===== src/pkg/radio_status_defs.svh =====
`ifndef RADIO_STATUS_DEFS_SVH
`define RADIO_STATUS_DEFS_SVH
// Overview of operation
// - The wake timer reads as a high byte and, one index later, a low byte.
// - Bit 7 of packet status shows the last CRC match, cleared on RX entry.
// - Packet status bits 6..3 show carrier, preamble, clear channel, sync.
// - Packet status bits 2..0 show the third, second and first output pins.
// - Transmit status gives the byte count in 6..0 and underrun in bit 7.
// - Receive status gives the byte count in 6..0 and overrun in bit 7.
// - The synthesizer calibration DAC setting reads as an 8-bit test value.

// ********************************************************************
// Register indices; the byte address is four times the index.
// ********************************************************************
`define WAKE_HI_IDX 6'h36
`define WAKE_LO_IDX 6'h37
`define PKT_STATUS_IDX 6'h38
`define SYNTH_DAC_IDX 6'h39
`define TX_LEVEL_IDX 6'h3A
`define RX_LEVEL_IDX 6'h3B
`define IRQ_STATUS_IDX 6'h3C
`define IRQ_MASK_IDX 6'h3D

// ********************************************************************
// Field positions and reset values.
// ********************************************************************
`define PKT_CRC_BIT 7
`define QUEUE_FLAG_BIT 7
`define IRQ_CRC_BIT 0
`define IRQ_SYNC_BIT 1
`define IRQ_TXUNDER_BIT 2
`define IRQ_RXOVER_BIT 3
`define IRQ_WIDTH 4
`define IRQ_MASK_RESET 4'h0
`define AXI_OKAY 2'h0
`define AXI_SLVERR 2'h2
`define AXI_DECERR 2'h3
`endif


===== src/pkg/radio_status_pkg.sv =====
package radio_status_pkg;
    // Live conditions from the radio core, all on the system clock.
    typedef struct packed {
        logic [15:0] wake_timer;
        logic crc_check_done;
        logic crc_match;
        logic rx_enter;
        logic carrier_sense;
        logic preamble_quality_met;
        logic clear_channel_flag;
        logic sync_word_found;
        logic general_output_pin_third;
        logic general_output_pin_second;
        logic general_output_pin_first;
        logic [7:0] synth_dac;
        logic transmit_queue_underrun;
        logic [6:0] transmit_queue_count;
        logic receive_queue_overrun;
        logic [6:0] receive_queue_count;
    } radio_status_s;
endpackage


===== src/radio_status_readback_bank.sv =====
// The AXI4-Lite register port is this design's own decision.
`timescale 1ns/100ps
`default_nettype none
`include "radio_status_defs.svh"

module radio_status_readback_bank #(
    parameter int ADDR_W = 8
) (
    input wire logic clock_i,
    input wire logic reset_n_i,
    input wire radio_status_pkg::radio_status_s radio_i,
    input wire logic [ADDR_W-1:0] s_axi_awaddr_i,
    input wire logic s_axi_awvalid_i,
    output logic s_axi_awready_o,
    input wire logic [31:0] s_axi_wdata_i,
    input wire logic [3:0] s_axi_wstrb_i,
    input wire logic s_axi_wvalid_i,
    output logic s_axi_wready_o,
    output logic [1:0] s_axi_bresp_o,
    output logic s_axi_bvalid_o,
    input wire logic s_axi_bready_i,
    input wire logic [ADDR_W-1:0] s_axi_araddr_i,
    input wire logic s_axi_arvalid_i,
    output logic s_axi_arready_o,
    output logic [31:0] s_axi_rdata_o,
    output logic [1:0] s_axi_rresp_o,
    output logic s_axi_rvalid_o,
    input wire logic s_axi_rready_i,
    output logic irq_o
);

    // ****************************************************************
    // Packet status and interrupt events.
    // ****************************************************************
    logic crc_ok;
    logic next_crc_ok;
    logic [2:0] prev_level;
    logic [2:0] next_prev_level;
    logic [`IRQ_WIDTH-1:0] irq_status;
    logic [`IRQ_WIDTH-1:0] next_irq_status;
    logic [`IRQ_WIDTH-1:0] irq_mask;
    logic [`IRQ_WIDTH-1:0] next_irq_mask;
    logic [`IRQ_WIDTH-1:0] irq_event;
    logic [`IRQ_WIDTH-1:0] irq_clear;
    logic [7:0] pkt_status;

    // ****************************************************************
    // Register bus state.
    // ****************************************************************
    logic aw_full;
    logic next_aw_full;
    logic w_full;
    logic next_w_full;
    logic [5:0] aw_index;
    logic [5:0] next_aw_index;
    logic [7:0] w_byte;
    logic [7:0] next_w_byte;
    logic w_lane0;
    logic next_w_lane0;
    logic bvalid;
    logic next_bvalid;
    logic [1:0] bresp;
    logic [1:0] next_bresp;
    logic rvalid;
    logic next_rvalid;
    logic [31:0] rdata;
    logic [31:0] next_rdata;
    logic [1:0] rresp;
    logic [1:0] next_rresp;
    logic wr_do;
    logic rd_fire;
    logic [5:0] rd_index;

    // Bus handshakes; a held address or data word blocks its own channel.
    assign s_axi_awready_o = !aw_full;
    assign s_axi_wready_o = !w_full;
    assign s_axi_arready_o = !rvalid;
    assign s_axi_bvalid_o = bvalid;
    assign s_axi_bresp_o = bresp;
    assign s_axi_rvalid_o = rvalid;
    assign s_axi_rdata_o = rdata;
    assign s_axi_rresp_o = rresp;
    assign wr_do = aw_full && w_full && !bvalid;
    assign rd_fire = s_axi_arvalid_i && !rvalid;
    assign rd_index = s_axi_araddr_i[7:2];

    // Packet status byte; live bits pass straight from the radio core.
    always_comb begin
        pkt_status = {
            crc_ok,
            radio_i.carrier_sense,
            radio_i.preamble_quality_met,
            radio_i.clear_channel_flag,
            radio_i.sync_word_found,
            radio_i.general_output_pin_third,
            radio_i.general_output_pin_second,
            radio_i.general_output_pin_first
        };
    end

    // CRC flag: entering receive mode wins over a result in the same cycle.
    always_comb begin
        if (radio_i.rx_enter) begin
            next_crc_ok = 1'b0;
        end else if (radio_i.crc_check_done) begin
            next_crc_ok = radio_i.crc_match;
        end else begin
            next_crc_ok = crc_ok;
        end
    end

    // Rising edges of the sticky conditions and a CRC match raise interrupt events.
    always_comb begin
        next_prev_level = {radio_i.sync_word_found,
                           radio_i.transmit_queue_underrun,
                           radio_i.receive_queue_overrun};
        irq_event = '0;
        irq_event[`IRQ_CRC_BIT] = radio_i.crc_check_done &&
                                  radio_i.crc_match && !radio_i.rx_enter;
        irq_event[`IRQ_SYNC_BIT] = next_prev_level[2] && !prev_level[2];
        irq_event[`IRQ_TXUNDER_BIT] = next_prev_level[1] && !prev_level[1];
        irq_event[`IRQ_RXOVER_BIT] = next_prev_level[0] && !prev_level[0];
    end

    // Write-one-to-clear; a new event in the clearing cycle is kept.
    always_comb begin
        irq_clear = '0;
        next_irq_mask = irq_mask;
        if (wr_do && w_lane0 && aw_index == `IRQ_STATUS_IDX) begin
            irq_clear = w_byte[`IRQ_WIDTH-1:0];
        end
        if (wr_do && w_lane0 && aw_index == `IRQ_MASK_IDX) begin
            next_irq_mask = w_byte[`IRQ_WIDTH-1:0];
        end
        next_irq_status = (irq_status & ~irq_clear) | irq_event;
    end

    // Write channel: address and data are held until both are in.
    always_comb begin
        next_aw_full = aw_full;
        next_w_full = w_full;
        next_aw_index = aw_index;
        next_w_byte = w_byte;
        next_w_lane0 = w_lane0;
        next_bvalid = bvalid;
        next_bresp = bresp;
        if (s_axi_awvalid_i && !aw_full) begin
            next_aw_full = 1'b1;
            next_aw_index = s_axi_awaddr_i[7:2];
        end
        if (s_axi_wvalid_i && !w_full) begin
            next_w_full = 1'b1;
            next_w_byte = s_axi_wdata_i[7:0];
            next_w_lane0 = s_axi_wstrb_i[0];
        end
        if (bvalid && s_axi_bready_i) begin
            next_bvalid = 1'b0;
        end
        if (wr_do) begin
            next_aw_full = 1'b0;
            next_w_full = 1'b0;
            next_bvalid = 1'b1;
            unique case (aw_index)
                `WAKE_HI_IDX, `WAKE_LO_IDX, `PKT_STATUS_IDX,
                `SYNTH_DAC_IDX, `TX_LEVEL_IDX, `RX_LEVEL_IDX:
                    next_bresp = `AXI_SLVERR;
                `IRQ_STATUS_IDX, `IRQ_MASK_IDX: next_bresp = `AXI_OKAY;
                default: next_bresp = `AXI_DECERR;
            endcase
        end
    end

    // Read channel: data is captured in the cycle the address is taken.
    always_comb begin
        next_rvalid = rvalid;
        next_rdata = rdata;
        next_rresp = rresp;
        if (rvalid && s_axi_rready_i) begin
            next_rvalid = 1'b0;
        end
        if (rd_fire) begin
            next_rvalid = 1'b1;
            next_rresp = `AXI_OKAY;
            next_rdata = 32'h0000_0000;
            unique case (rd_index)
                `WAKE_HI_IDX: next_rdata[7:0] = radio_i.wake_timer[15:8];
                `WAKE_LO_IDX: next_rdata[7:0] = radio_i.wake_timer[7:0];
                `PKT_STATUS_IDX: next_rdata[7:0] = pkt_status;
                `SYNTH_DAC_IDX: next_rdata[7:0] = radio_i.synth_dac;
                `TX_LEVEL_IDX: next_rdata[7:0] = {
                    radio_i.transmit_queue_underrun,
                    radio_i.transmit_queue_count};
                `RX_LEVEL_IDX: next_rdata[7:0] = {
                    radio_i.receive_queue_overrun,
                    radio_i.receive_queue_count};
                `IRQ_STATUS_IDX: next_rdata[`IRQ_WIDTH-1:0] = irq_status;
                `IRQ_MASK_IDX: next_rdata[`IRQ_WIDTH-1:0] = irq_mask;
                default: next_rresp = `AXI_DECERR;
            endcase
        end
    end

    // All state registers; reset loads constants only.
    always_ff @(posedge clock_i or negedge reset_n_i) begin
        if (!reset_n_i) begin
            crc_ok <= 1'b0;
            prev_level <= 3'h0;
            irq_status <= '0;
            irq_mask <= `IRQ_MASK_RESET;
            aw_full <= 1'b0;
            w_full <= 1'b0;
            aw_index <= 6'h00;
            w_byte <= 8'h00;
            w_lane0 <= 1'b0;
            bvalid <= 1'b0;
            bresp <= `AXI_OKAY;
            rvalid <= 1'b0;
            rdata <= 32'h0000_0000;
            rresp <= `AXI_OKAY;
            irq_o <= 1'b0;
        end else begin
            crc_ok <= next_crc_ok;
            prev_level <= next_prev_level;
            irq_status <= next_irq_status;
            irq_mask <= next_irq_mask;
            aw_full <= next_aw_full;
            w_full <= next_w_full;
            aw_index <= next_aw_index;
            w_byte <= next_w_byte;
            w_lane0 <= next_w_lane0;
            bvalid <= next_bvalid;
            bresp <= next_bresp;
            rvalid <= next_rvalid;
            rdata <= next_rdata;
            rresp <= next_rresp;
            irq_o <= |(next_irq_status & next_irq_mask);
        end
    end
endmodule
`default_nettype wire


===== config.mk =====
export PLATFORM = sky130hd
export DESIGN_NAME = radio_status_readback_bank
export DESIGN_NICKNAME = d
export VERILOG_FILES = /design/src/pkg/radio_status_pkg.sv /design/src/radio_status_readback_bank.sv
export VERILOG_INCLUDE_DIRS = /design/src /design/src/pkg
export SDC_FILE = /design/constraint.sdc
export NUM_CORES = 1
export LEC_CHECK = 0
export BUFFER_PORTS_ARGS = -buffer_cell sky130_fd_sc_hd__buf_4
export CORE_ASPECT_RATIO = 0.9
export CORE_UTILIZATION = 43
export CTS_BUF_LIST = sky130_fd_sc_hd__clkbuf_2 sky130_fd_sc_hd__clkbuf_4 sky130_fd_sc_hd__clkbuf_8
export DETAILED_ROUTE_END_ITERATION = 10
export GPL_TIMING_DRIVEN = 0
export PLACE_DENSITY = 0.83
export REMOVE_ABC_BUFFERS = 1
export SLEW_MARGIN = 20
export SYNTH_ARGS = -nofsm -noshare
export SYNTH_HDL_FRONTEND = slang
export SYNTH_SLANG_ARGS = --single-unit

===== constraint.sdc =====
create_clock -name clock_i -period 2.6 [get_ports clock_i]
set_input_delay 0.39 -clock clock_i [delete_from_list [all_inputs] [get_ports clock_i]]
set_output_delay 0.39 -clock clock_i [all_outputs]
set_load 0.02 [all_outputs]

==> impl_metrics.tcl <==
set metrics [dict create \
    status "complete, no violations" \
    max_freq_mhz 498.4 \
    worstMarginPinSlew_ns 0.7456 \
    core_um2 4865 \
    syn_inst 203 \
    htreeDepth 2 \
    clk-insertion-delay-late_ns 0.29 \
    cts_tree "done" \
    cts_resized 0 \
    diodes 0 \
    layout.cells.non_filler 359 \
    grtUsageTotal_pct 19.90 \
    gp_congestion 0.7815 \
    ff_latch_area_um2 975.9 \
    max-vdd-ir-drop_mv 0.2966 \
    multiInputGateArea_um2 1026 \
    wl_um 5070 \
    yosys-top-cells-count "dfrtp_1 (39), buf_4 (25), mux2_2 (19), nand2_1 (18), o21ai_0 (11)" \
    synth_top_area_share_pct 44.93 \
    layout-drive-gt1-share_pct 42.86 \
    cts_sinks 39 \
    finalNetCount 402 \
    cts_buffers 5 \
    worstPathArrival_ns 2.18 \
    synth_most_common_cell "dfrtp_1" \
    fin_worst_skew_ns 0.007359 \
    syn_avg_cell_area_um2 10.70 \
    hp-class "primary input to async pin" \
    routed_via_density 5.095 \
    synth_edf_count 0 \
    crit_buf_inv 0 \
    vias 1829 \
    place_ws_ns 0.5800 \
    final-setup-viol-count 0 \
    synthFlopType "dfrtp_1" \
    required_ns 2.77 \
    period_needed_ns 2.006 \
    placed_cells 351 \
    ioPinCount 151 \
    critPathLaunchType "flip-flop" \
    drv_slew 0 \
    portBuffers 91 \
    syn_to_final_growth_pct 34.50 \
    drtAntennaViolNets 0 \
    grt_pass1_wl_um 8259 \
    cp_slowest_stage_delay_ns 0.49 \
    power_density_nw_per_um2 710.2 \
    p_leak_uw 0.001436 \
    antenna_found_initial 0 \
    finalHoldViolations 0 \
    ys_seq_area_share_pct 44.93 \
    path_cells "nand4b_1 > or4_4 > mux2_4 > a22o_1 > a221o_1" \
    grt-ovfl-total 0 \
    fillerInstances 418 \
    synthesis.area_um2 2172 \
    rr_startpoint "s_axi_bvalid_o$_DFFE_PN0P_" \
    synthTopCellsByArea "dfrtp_1 (45%), mux2_2 (9.9%), buf_4 (8.6%)" \
    drv_cap 0 \
    critPathSlowestCell "or4_4" \
    layout_setup_ws_ns 0.5936 \
    ys_types 42 \
    post_cts_buffers 0 \
    drt-wirelength-per-cell_um 14.12 \
    relSlewSlack_pct 49.84 \
    yosys.area.top_type "dfrtp_1" \
    drt_iter0_markers 145 \
    die_w_um 76.92 \
    clockBufferDepth 2 \
    crit_start "s_axi_bvalid_o$_DFFE_PN0P_" \
    yosys_warnings 0 \
    hold_buffers 0 \
    timing.final.crit_share_pct 77.17 \
    rsz0062_at_grt "no" \
    ys_seq_elements 39 \
    final.setup.tns_ns 0 \
    reg2reg_to "irq_o$_DFF_PN0_" \
    crit_family "simple AND/OR/NAND/NOR gates" \
    r2r_setup_slack_ns 0.59 \
    cts-root-buf "clkbuf_8" \
    die_y_um 69.43 \
    initial_core_util_pct 44.65 \
    grt_max_degree 40 \
    hpwl_um 4049 \
    drc_errors 0 \
    rows 24 \
    path_class "flip-flop to flip-flop" \
    first_pass_iters 6 \
    clk_pin_slew_worst_paths_ns 0.08 \
    critPathMaxFanout 4 \
    fin_util_pct 60.06 \
    grt_pass1_vias 1816 \
    async_flop_share_pct 100.0 \
    worstSetupEndpointType "flip-flop" \
    die_area_um2 5340 \
    reg2regPathDepth 5 \
]
[registers in the layout (all words and copies together), names as in the netlist, 2 cells and up]
name,cells
w_byte,4
s_axi_bresp_o,2
prev_level,3
aw_index,6
irq_status,4
irq_mask,4
s_axi_rdata_o,8
[where the power goes]
part | switching (uW) | internal, uW
logic | 311 | 352
registers | 126 | 771
clock network | 205 | 310
[cells in the final DEF (no fill, tap or decap), types with 3 or more instances in the layout]
cell type,netlist,routed
a21oi_1,5,5
a221oi_1,3,3
a22o_1,4,4
a22oi_1,9,9
buf_4,25,91
clkbuf_8,0,6
conb_1,1,24
dfrtp_1,39,39
inv_1,10,10
mux2_2,19,19
mux2i_1,4,4
mux4_2,4,4
nand2_1,18,18
nor2_1,8,8
nor2b_1,3,3
o21a_1,3,3
o21ai_0,11,11
[logic make-up after synthesis]
kind of cell / count (synthesis) / synth area share [%]
AO/OA/AOI/OAI: 46 / 14.52
AND/OR/NAND/NOR: 45 / 10.54
buffers and inverters: 41 / 11.81
flip-flops: 39 / 44.93
multiplexers: 29 / 17.22
XOR/XNOR: 2 / 0.8066
other: 1 / 0.1726
[worst max-delay path by stage]
stage / end / depth (start not counted) / slack (ns)
2_1_floorplan: irq_o$_DFF_PN0_ / 5 / 0.61
3_3_place_gp: irq_o$_DFF_PN0_ / 5 / 0.56
3_5_place_dp: irq_o$_DFF_PN0_ / 5 / 0.58
4_1_cts: irq_o$_DFF_PN0_ / 5 / 0.57
5_1_grt: irq_o$_DFF_PN0_ / 5 / 0.41
6_report: irq_o$_DFF_PN0_ / 5 / 0.59
[through the flow]
stage	area (um2)	power [uW]	hold slack, ns
3_3_place_gp	2804	1552	0.3877
3_5_place_dp	2804	1578	0.3882
6_report	2922	2075	0.06100
2_1_floorplan	2039	1295	0.09441
4_1_cts	2922	2096	0.07101
5_1_grt	2922	2196	0.09305
[area by class of cell]
| type | instances | area share [%] |
|---|---|---|
| multi-input combinational | 146 | 35.12 |
| clock inverter | 2 | 1.199 |
| clock buffer | 6 | 2.827 |
| timing repair buffer | 91 | 23.38 |
| inverter | 10 | 1.285 |
| sequential | 39 | 33.40 |
| tap | 65 | 2.784 |
[layer usage]
metal	global-route usage, %	routed length [um]	vias to the layer above
li1	-	-	861
met1	24.17	2097	905
met2	34.03	2675	57
met3	4.737	227	6
met4	7.692	70	0
met5	0	0	-
No activity file was read; power rests on OpenSTA's default activity.
